### src/core/tofrr_cfg.svh
// Offsets, field positions, reset values and timing figures of the result readout block
`ifndef TOFRR_CFG_SVH
`define TOFRR_CFG_SVH
`define TOFRR_CLK_NS            40
`define TOFRR_ADDR_CTRL         6'h00
`define TOFRR_ADDR_STOP5_FINE   6'h18
`define TOFRR_ADDR_STOP5_COARSE 6'h19
`define TOFRR_ADDR_STOP6_FINE   6'h1a
`define TOFRR_ADDR_CAL_FIRST    6'h1b
`define TOFRR_ADDR_CAL_SECOND   6'h1c
`define TOFRR_NUM_RESULTS       5
`define TOFRR_VALUE_MSB         22
`define TOFRR_COARSE_MSB        15
`define TOFRR_VALUE_RESET       23'h000000
`define TOFRR_CTRL_START_BIT    0
`define TOFRR_STAT_BUSY_BIT     0
`define TOFRR_STAT_VALID_BIT    1
`define TOFRR_CMD_RW_BIT        6
`define TOFRR_CMD_LAST_BIT      5'h07
`define TOFRR_WDATA_LAST_BIT    5'h0f
`define TOFRR_FIRST_DATA_BIT    5'h08
`define TOFRR_STOP5_SEEN        3'h4
`define TOFRR_STOP6_SEEN        3'h5
`define TOFRR_TRIG_NS           200
`define TOFRR_TIMEOUT_NS        8000000
`define TOFRR_COARSE_DIV        8
`define TOFRR_CAL2_PERIODS      10
`endif

### src/core/tofrr_pkg.sv
// Types shared by the result readout block
package tofrr_pkg;
    typedef enum logic [2:0] {ST_IDLE, ST_TRIG, ST_WAIT_START, ST_COUNT, ST_CAL, ST_REPORT}
        tofrr_state_t;
    typedef struct packed {
        logic       wr;
        logic [5:0] addr;
        logic [7:0] wdata;
    } tofrr_cmd_t;
    typedef struct packed {
        logic        parity;
        logic [22:0] value;
    } tofrr_word_t;
    typedef struct packed {
        logic sclk;
        logic csn;
        logic mosi;
    } tofrr_pins_t;
endpackage

### src/core/tofrr_top.sv
// Measurement sequencer and read-only result registers of the interval converter
`timescale 1ns/10ps
`include "tofrr_cfg.svh"
module tofrr_top #(
    parameter int COARSE_DIV   = `TOFRR_COARSE_DIV,
    parameter int CAL2_PERIODS = `TOFRR_CAL2_PERIODS,
    parameter int TIMEOUT_CYC  = `TOFRR_TIMEOUT_NS / `TOFRR_CLK_NS
) (
    input  wire logic clock,
    input  wire logic rstn,
    input  wire logic ce,
    input  wire logic spi_sclk,
    input  wire logic spi_csn,
    input  wire logic spi_mosi,
    output logic      spi_miso,
    output logic      spi_miso_oe,
    output logic      trigger,
    input  wire logic start_pin,
    input  wire logic stop_pin
);
    localparam int          TRIG_CYC = (`TOFRR_TRIG_NS + `TOFRR_CLK_NS - 1) / `TOFRR_CLK_NS;
    localparam logic [15:0] TRIG_LAST = 16'(TRIG_CYC - 1);
    localparam logic [15:0] DIV_LAST  = 16'(COARSE_DIV - 1);
    localparam logic [15:0] CAL1_LAST = 16'(COARSE_DIV - 1);
    localparam logic [15:0] CAL2_LAST = 16'(COARSE_DIV * CAL2_PERIODS - 1);
    localparam logic [22:0] TO_LAST   = 23'(TIMEOUT_CYC - 1);
    localparam int          N         = `TOFRR_NUM_RESULTS;

    tofrr_pkg::tofrr_state_t state_reg;
    tofrr_pkg::tofrr_cmd_t   cmd;
    tofrr_pkg::tofrr_word_t  vis_reg [N];
    logic [22:0]             shadow_reg [N];
    logic [5:0]              rd_addr;
    logic [15:0]             cnt_reg;
    logic [15:0]             div_reg;
    logic [15:0]             coarse_reg;
    logic [22:0]             elapsed_reg;
    logic [2:0]              stops_reg;
    logic                    valid_reg;
    logic [1:0]              edge_reg;
    logic [1:0]              s1_reg;
    logic [1:0]              s2_reg;
    tofrr_pkg::tofrr_word_t  rd_word;

    wire tofrr_pkg::tofrr_pins_t spi_pins =
        '{sclk: spi_sclk, csn: spi_csn, mosi: spi_mosi};

    tofrr_spi u_spi (
        .clock   (clock),
        .rstn    (rstn),
        .ce      (ce),
        .pins    (spi_pins),
        .rd_word (rd_word),
        .rd_addr (rd_addr),
        .cmd     (cmd),
        .miso    (spi_miso),
        .miso_oe (spi_miso_oe)
    );

    // Command decode: only a write to the control register with the start bit set
    wire start_cmd  = cmd.wr && cmd.addr == `TOFRR_ADDR_CTRL
                      && cmd.wdata[`TOFRR_CTRL_START_BIT];
    wire idle       = state_reg == tofrr_pkg::ST_IDLE;
    wire accept     = start_cmd && idle;
    wire start_edge = s2_reg[0] & ~edge_reg[0];
    wire stop_edge  = s2_reg[1] & ~edge_reg[1];
    wire timeout    = elapsed_reg == TO_LAST;
    wire div_wrap   = div_reg == DIV_LAST;
    wire cal_done   = cnt_reg == CAL2_LAST;
    wire cap5       = stop_edge && stops_reg == `TOFRR_STOP5_SEEN;
    wire cap6       = stop_edge && stops_reg == `TOFRR_STOP6_SEEN;
    wire in_count   = state_reg == tofrr_pkg::ST_COUNT;
    wire in_cal     = state_reg == tofrr_pkg::ST_CAL;
    wire in_report  = state_reg == tofrr_pkg::ST_REPORT;
    wire in_results = rd_addr >= `TOFRR_ADDR_STOP5_FINE && rd_addr <= `TOFRR_ADDR_CAL_SECOND;
    wire [2:0] rd_idx = 3'(rd_addr - `TOFRR_ADDR_STOP5_FINE);
    wire tofrr_pkg::tofrr_word_t status_word = {22'h000000, valid_reg, ~idle};
    assign rd_word =
        rd_addr == `TOFRR_ADDR_CTRL ? status_word :
        in_results                  ? vis_reg[rd_idx] : 24'h000000;

    assign trigger = state_reg == tofrr_pkg::ST_TRIG;

    // Front-end pulses come from outside the clock domain
    always_ff @(posedge clock or negedge rstn) begin
        if (!rstn) begin
            s1_reg   <= 2'h0;
            s2_reg   <= 2'h0;
            edge_reg <= 2'h0;
        end else if (ce) begin
            s1_reg   <= {stop_pin, start_pin};
            s2_reg   <= s1_reg;
            edge_reg <= s2_reg;
        end
    end

    always_ff @(posedge clock or negedge rstn) begin
        if (!rstn) begin
            state_reg <= tofrr_pkg::ST_IDLE;
            cnt_reg   <= 16'h0000;
            valid_reg <= 1'b0;
        end else if (ce) begin
            unique case (state_reg)
                tofrr_pkg::ST_IDLE: begin
                    cnt_reg <= 16'h0000;
                    if (accept) begin
                        state_reg <= tofrr_pkg::ST_TRIG;
                        valid_reg <= 1'b0;
                    end
                end
                tofrr_pkg::ST_TRIG: begin
                    cnt_reg <= cnt_reg + 16'h0001;
                    if (cnt_reg == TRIG_LAST) begin
                        state_reg <= tofrr_pkg::ST_WAIT_START;
                    end
                end
                tofrr_pkg::ST_WAIT_START: begin
                    cnt_reg <= 16'h0000;
                    if (start_edge) begin
                        state_reg <= tofrr_pkg::ST_COUNT;
                    end else if (timeout) begin
                        state_reg <= tofrr_pkg::ST_CAL;
                    end
                end
                tofrr_pkg::ST_COUNT: begin
                    // Sixth stop or the range limit ends the interval
                    if (cap6 || timeout) begin
                        state_reg <= tofrr_pkg::ST_CAL;
                    end
                end
                tofrr_pkg::ST_CAL: begin
                    cnt_reg <= cnt_reg + 16'h0001;
                    if (cal_done) begin
                        state_reg <= tofrr_pkg::ST_REPORT;
                    end
                end
                tofrr_pkg::ST_REPORT: begin
                    state_reg <= tofrr_pkg::ST_IDLE;
                    valid_reg <= 1'b1;
                end
            endcase
        end
    end

    // Elapsed time is shared with the no-start timeout so one counter covers both waits
    always_ff @(posedge clock or negedge rstn) begin
        if (!rstn) begin
            elapsed_reg <= 23'h000000;
            div_reg     <= 16'h0000;
            coarse_reg  <= 16'h0000;
            stops_reg   <= 3'h0;
        end else if (ce) begin
            if (idle || (state_reg == tofrr_pkg::ST_WAIT_START && start_edge)) begin
                elapsed_reg <= 23'h000000;
                div_reg     <= 16'h0000;
                coarse_reg  <= 16'h0000;
                stops_reg   <= 3'h0;
            end else if (in_count || state_reg == tofrr_pkg::ST_WAIT_START) begin
                elapsed_reg <= elapsed_reg + 23'h000001;
                div_reg     <= div_wrap ? 16'h0000 : div_reg + 16'h0001;
                coarse_reg  <= coarse_reg + {15'h0000, div_wrap};
                if (in_count && stop_edge && stops_reg != 3'h7) begin
                    stops_reg <= stops_reg + 3'h1;
                end
            end
        end
    end

    // Shadow values: cleared per measurement so an absent stop reports zero
    genvar gi;
    generate
        for (gi = 0; gi < N; gi++) begin : g_res
            always_ff @(posedge clock or negedge rstn) begin
                if (!rstn) begin
                    vis_reg[gi] <= '{parity: 1'b0, value: `TOFRR_VALUE_RESET};
                end else if (ce && in_report) begin
                    vis_reg[gi] <= '{parity: ^shadow_reg[gi], value: shadow_reg[gi]};
                end
            end
        end
    endgenerate

    always_ff @(posedge clock or negedge rstn) begin
        if (!rstn) begin
            for (int i = 0; i < N; i++) begin
                shadow_reg[i] <= `TOFRR_VALUE_RESET;
            end
        end else if (ce) begin
            if (accept) begin
                for (int i = 0; i < N; i++) begin
                    shadow_reg[i] <= `TOFRR_VALUE_RESET;
                end
            end
            if (in_count && cap5) begin
                shadow_reg[0] <= elapsed_reg;
                shadow_reg[1] <= {7'h00, coarse_reg};
            end
            if (in_count && cap6) begin
                shadow_reg[2] <= elapsed_reg;
            end
            if (in_cal && cnt_reg == CAL1_LAST) begin
                shadow_reg[3] <= 23'(cnt_reg) + 23'h000001;
            end
            if (in_cal && cal_done) begin
                shadow_reg[4] <= 23'(cnt_reg) + 23'h000001;
            end
        end
    end

    property p_trig_after_cmd;
        @(posedge clock) disable iff (!rstn) ce && accept |=> trigger;
    endproperty
    a_trig_after_cmd: assert property (p_trig_after_cmd) else $error("No trigger after start");

    property p_trig_width;
        @(posedge clock) disable iff (!rstn) $rose(trigger) |-> trigger [*5];
    endproperty
    a_trig_width: assert property (p_trig_width) else $error("Trigger pulse too short");

    property p_start_runs;
        @(posedge clock) disable iff (!rstn)
            ce && state_reg == tofrr_pkg::ST_WAIT_START && start_edge
            |=> in_count && elapsed_reg == 23'h000000;
    endproperty
    a_start_runs: assert property (p_start_runs) else $error("Start edge did not start counting");

    property p_stop5_capture;
        @(posedge clock) disable iff (!rstn)
            ce && in_count && cap5 |=> shadow_reg[0] == $past(elapsed_reg);
    endproperty
    a_stop5_capture: assert property (p_stop5_capture) else $error("Fifth stop not captured");

    property p_stop6_halts;
        @(posedge clock) disable iff (!rstn) ce && in_count && cap6 |=> in_cal;
    endproperty
    a_stop6_halts: assert property (p_stop6_halts) else $error("Sixth stop did not halt");

    property p_commit_only_report;
        @(posedge clock) disable iff (!rstn)
            !$stable(vis_reg[0]) || !$stable(vis_reg[3]) |-> $past(in_report);
    endproperty
    a_commit_only_report: assert property (p_commit_only_report) else $error("Early commit");

    property p_coarse_upper_zero;
        @(posedge clock) disable iff (!rstn) vis_reg[1].value[22:16] == 7'h00;
    endproperty
    a_coarse_upper_zero: assert property (p_coarse_upper_zero) else $error("Coarse top bits set");

    property p_parity_even;
        @(posedge clock) disable iff (!rstn)
            ^{vis_reg[2].parity, vis_reg[2].value} == 1'b0 && ^vis_reg[4] == 1'b0;
    endproperty
    a_parity_even: assert property (p_parity_even) else $error("Odd parity in result");

    property p_cal_values;
        @(posedge clock) disable iff (!rstn)
            ce && in_report |=> vis_reg[3].value == 23'(COARSE_DIV)
            && vis_reg[4].value == 23'(COARSE_DIV * CAL2_PERIODS);
    endproperty
    a_cal_values: assert property (p_cal_values) else $error("Calibration count wrong");

    property p_clear_on_start;
        @(posedge clock) disable iff (!rstn)
            ce && accept |=> shadow_reg[0] == 23'h000000 && shadow_reg[2] == 23'h000000;
    endproperty
    a_clear_on_start: assert property (p_clear_on_start) else $error("Stale shadow result");
endmodule

### src/core/tofrr_spi.sv
// Serial slave port: command byte, then 24 read bits or 8 write bits
`timescale 1ns/10ps
`include "tofrr_cfg.svh"
module tofrr_spi (
    input  wire logic                  clock,
    input  wire logic                  rstn,
    input  wire logic                  ce,
    input  wire tofrr_pkg::tofrr_pins_t pins,
    input  wire tofrr_pkg::tofrr_word_t rd_word,
    output logic [5:0]                 rd_addr,
    output tofrr_pkg::tofrr_cmd_t      cmd,
    output logic                       miso,
    output logic                       miso_oe
);
    tofrr_pkg::tofrr_pins_t s1_reg;
    tofrr_pkg::tofrr_pins_t s2_reg;
    tofrr_pkg::tofrr_cmd_t  cmd_reg;
    logic                   s3_sclk_reg;
    logic [4:0]             bit_reg;
    logic [6:0]             rx_reg;
    logic                   rw_reg;
    logic                   load_reg;
    logic [23:0]            tx_reg;
    logic                   miso_reg;
    logic [5:0]             addr_reg;

    wire       rise    = s2_reg.sclk & ~s3_sclk_reg;
    wire       fall    = ~s2_reg.sclk & s3_sclk_reg;
    wire       active  = ~s2_reg.csn;
    wire [7:0] rx_byte = {rx_reg, s2_reg.mosi};
    wire       shift   = active & fall & (bit_reg >= `TOFRR_FIRST_DATA_BIT);

    // Pins are asynchronous to clock: two stages before any logic looks at them
    always_ff @(posedge clock or negedge rstn) begin
        if (!rstn) begin
            s1_reg      <= '{sclk: 1'b0, csn: 1'b1, mosi: 1'b0};
            s2_reg      <= '{sclk: 1'b0, csn: 1'b1, mosi: 1'b0};
            s3_sclk_reg <= 1'b0;
        end else if (ce) begin
            s1_reg      <= pins;
            s2_reg      <= s1_reg;
            s3_sclk_reg <= s2_reg.sclk;
        end
    end

    always_ff @(posedge clock or negedge rstn) begin
        if (!rstn) begin
            bit_reg  <= 5'h00;
            rx_reg   <= 7'h00;
            rw_reg   <= 1'b0;
            load_reg <= 1'b0;
            addr_reg <= 6'h00;
            cmd_reg  <= '0;
        end else if (ce) begin
            cmd_reg.wr <= 1'b0;
            load_reg   <= 1'b0;
            if (!active) begin
                bit_reg <= 5'h00;
            end else if (rise) begin
                rx_reg <= rx_byte[6:0];
                if (bit_reg != 5'h1f) begin
                    bit_reg <= bit_reg + 5'h01;
                end
                if (bit_reg == `TOFRR_CMD_LAST_BIT) begin
                    addr_reg <= rx_byte[5:0];
                    rw_reg   <= rx_byte[`TOFRR_CMD_RW_BIT];
                    load_reg <= 1'b1;
                end
                if (bit_reg == `TOFRR_WDATA_LAST_BIT && rw_reg) begin
                    cmd_reg <= '{wr: 1'b1, addr: addr_reg, wdata: rx_byte};
                end
            end
        end
    end

    // Read word is frozen at the command byte so a result commit mid-frame cannot tear it
    always_ff @(posedge clock or negedge rstn) begin
        if (!rstn) begin
            tx_reg   <= 24'h000000;
            miso_reg <= 1'b0;
        end else if (ce) begin
            if (load_reg) begin
                tx_reg <= rd_word;
            end else if (shift) begin
                miso_reg <= tx_reg[23];
                tx_reg   <= {tx_reg[22:0], 1'b0};
            end else if (!active) begin
                miso_reg <= 1'b0;
            end
        end
    end

    assign rd_addr = addr_reg;
    assign cmd     = cmd_reg;
    assign miso    = miso_reg;
    assign miso_oe = active;
endmodule

### config.mk
export PLATFORM = sky130hd
export DESIGN_NAME = tofrr_top
export DESIGN_NICKNAME = d
export VERILOG_FILES = /design/src/core/tofrr_pkg.sv /design/src/core/tofrr_top.sv /design/src/core/tofrr_spi.sv
export VERILOG_INCLUDE_DIRS = /design/src /design/src/core
export SDC_FILE = /design/constraint.sdc
export NUM_CORES = 1
export LEC_CHECK = 0
export BUFFER_PORTS_ARGS = -buffer_cell sky130_fd_sc_hd__clkbuf_2
export CORE_ASPECT_RATIO = 1.2
export CORE_MARGIN = 2
export CORE_UTILIZATION = 45
export CTS_CLUSTER_DIAMETER = 60
export DETAILED_ROUTE_END_ITERATION = 8
export HOLD_SLACK_MARGIN = 0.02
export PLACE_DENSITY_LB_ADDON = 0.25
export SYNTH_ARGS = -nofsm -noshare
export SYNTH_HDL_FRONTEND = slang
export SYNTH_SLANG_ARGS = --single-unit
### constraint.sdc
create_clock -name clock -period 3.3 [get_ports clock]
set_input_delay 0.66 -clock clock [delete_from_list [all_inputs] [get_ports clock]]
set_output_delay 0.66 -clock clock [all_outputs]
set_load 0.01 [all_outputs]
==> results.cfg <==
[outcome]
outcome = finished, final reports clean

[synthesis]
synth_edf_count = 0
yosys_warnings = 0
synth_seq_cells = 340
netlist-cell-type-count = 59
synth_area_per_cell_um2 = 11.8
leading_cell_type_by_number_of_instances_after_synthesis = dfrtp_1
synthDominantCellAreaShare = 0.543
synthTopCellsByCount = dfrtp_1, mux2_2, xnor2_1
post-synth-top-area-cell = dfrtp_1
synth.net_count = 1342
synth_area_um2 = 15600
yosysSeqAreaShare = 0.546
dominantRegCellSynth = dfrtp_1
async_set_or_reset_register_ratio_after_synthesis = 1.00
post_synth_inst_count = 1320
synth_top_cells_by_area = dfrtp_1, mux2_2, xnor2_1

[finish]
layout.nets = 1349
fraction_of_final_layout_cells_sized_beyond_drive_strength_1 = 0.187
flow.area_growth_from_synthesis_pct = 11.4
layout.cells.non_filler = 1806
number_of_antenna_diodes = 0
final_core_utilization = 0.509
largest_register_ff_count = 101

[setup_path]
critical_path.cell_chain = ha_1 -> nor4bb_1 -> and4_1 -> ha_1 -> and4_1 -> nand4_1 -> nor4_1 -> xnor2_1 -> nor2_1
path_max_fanout = 9
cp.arrival_ns = 3.07
slowest_delay_ns = 0.42
critical_path_class = flip-flop to flip-flop
timing.critical_path.from_type = flip-flop
setup.worst_path.end_class = flip-flop
slowest_stage = nor4_1
cp.required_ns = 3.69

[floorplanning]
core_region_area_um2 = 34100
ios = 11
die_height_um = 208
fp.dieW_um = 174
die_area_um2 = 36100
fp-row-count = 74
floorplan.initialDensity = 0.457

[route]
drcViolationCount = 0
routed_via_density = 5.63
drt.antenna.violating_nets = 0
totalWireLength_mm = 33.5
first_iter_violations = 679
wl_per_cell_um = 18.6
firstDrtPassIters = 5
detailroute.via_count = 10200

[timing]
setup_violations = 0
final.setup.tns_ns = 0
slew_viol_final = 0
tightest_pin_transition_ns = 1.13
worst_clock_skew_ns = 0.0257
rsz0062_at_grt = false
max_clock_freq_mhz = 374
timing.final.crit_share = 0.811
final.setup.worst_slack_ns = 0.623
final.min_clock_period_ns = 2.68
worst_rel_slew_slack = 0.239
finalHoldViolCount = 0

[cts]
cts.repair.resized = 0
clock-root-buffer = clkbuf_16
tritoncts_clock_tree = done
post_cts.repair.setup_buffers = 0
cts-buffers-inserted = 36
ctsLongestPathBuffers = 3
cts.clk_slew.worst_paths_ns = 0.06
holdBufCountCts = 0
clock-sinks = 340
cts_htree_levels = 2
worstSkewPairLatency_ns = 0.53

[grt]
grtUsageTotal = 0.191
grt_overflow = 0
grt_pass1_wl_mm = 55.7
maximum_number_of_pins_on_one_net_before_global_route_repair = 100
grt_antenna_before_repair = 0
number_of_global_route_vias_before_repair = 10100

[power_and_ir_drop]
cellPowerDensity_nw_per_um2 = 553
power_mw = 9.60
peakVddDrop_v = 0.000305
leakage_nw = 7.97

[hold_path]
hp-class = input port to asynchronous set/reset pin

[run]
maxCapViolCount = 0

[placement]
gp_congestion = 0.800
placed_cells_incl_taps = 1745
numPortBuffers = 10
dp_hpwl_mm = 22.7
pre_cts_ws_ns = 0.623
-- cell type report --
cell class,instances,area (um2)
tap,456,571
multi-input combinational,871,6660
clock inverter,8,61.3
fill,2959,16700
timing repair buffer,40,348
clock buffer,53,1050
inverter,38,143
sequential,340,8510
-- report_power, final --
part	switching (mW)	total, mW	internal [mW]
Clock	1.63	3.84	2.22
Sequential	0.251	4.61	4.35
Combinational	0.733	1.15	0.417
-- cell families after synthesis --
group	share of synthesized area
compound gates	0.0991
flops	0.546
buf+inv	0.0277
simple gates	0.109
mux	0.136
xor+xnor	0.0704
fa+ha+maj	0.0112
-- metrics by stage --
stage,hold slack [ns],area (um2)
after floorplan,0.364,15600
after CTS,0.228,17400
after global routing,0.264,17400
final,0.199,17400
after global placement,0.459,16200
after detailed placement,0.470,16200
-- placed cells by master, fill, tap and decap left out, drive strengths merged, types with 39 or more instances in the layout --
cell      n
a22o     65
dfrtp   338
nor2     70
xnor2    93
o21ai    89
clkbuf   62
nand2    74
and3     39
mux2    131
inv      39
-- path summary, 6_finish.rpt --
| check | slack, ns | endpoint | depth (start not counted) | from |
|---|---|---|---|---|
| min in group clock | 0.37 | u_spi.s1_reg[1] | 2 | spi_csn |
| worst max register to register | 0.62 | coarse_reg[14] | 9 | div_reg[0] |
| max in group asynchronous | 2.26 | shadow_reg[106] | 2 | rstn |
| worst min-delay path | 0.20 | coarse_reg[15] | 1 | rstn |
| worst min register to register | 0.48 | u_spi.cmd[14] | 1 | u_spi.cmd[14] |
| worst max-delay path | 0.62 | coarse_reg[14] | 9 | div_reg[0] |
-- worst max-delay path: cells and delay by family, from the launching register on --
family,cells,cell delay [ns]
adders and majority gates,2,0.47
DFF,1,0.40
and+or+nand+nor,6,1.53
xor gates and xnor gates,1,0.16
-- metal layers --
metal,routed length [um],vias to the layer above,GRT usage
li1,-,4760,-
met1,15600,5215,0.272
met2,16300,142,0.310
met3,963,43,0.0264
met4,595,0,0.0455
met5,0,-,0
No activity file was read; power rests on OpenSTA's default activity.
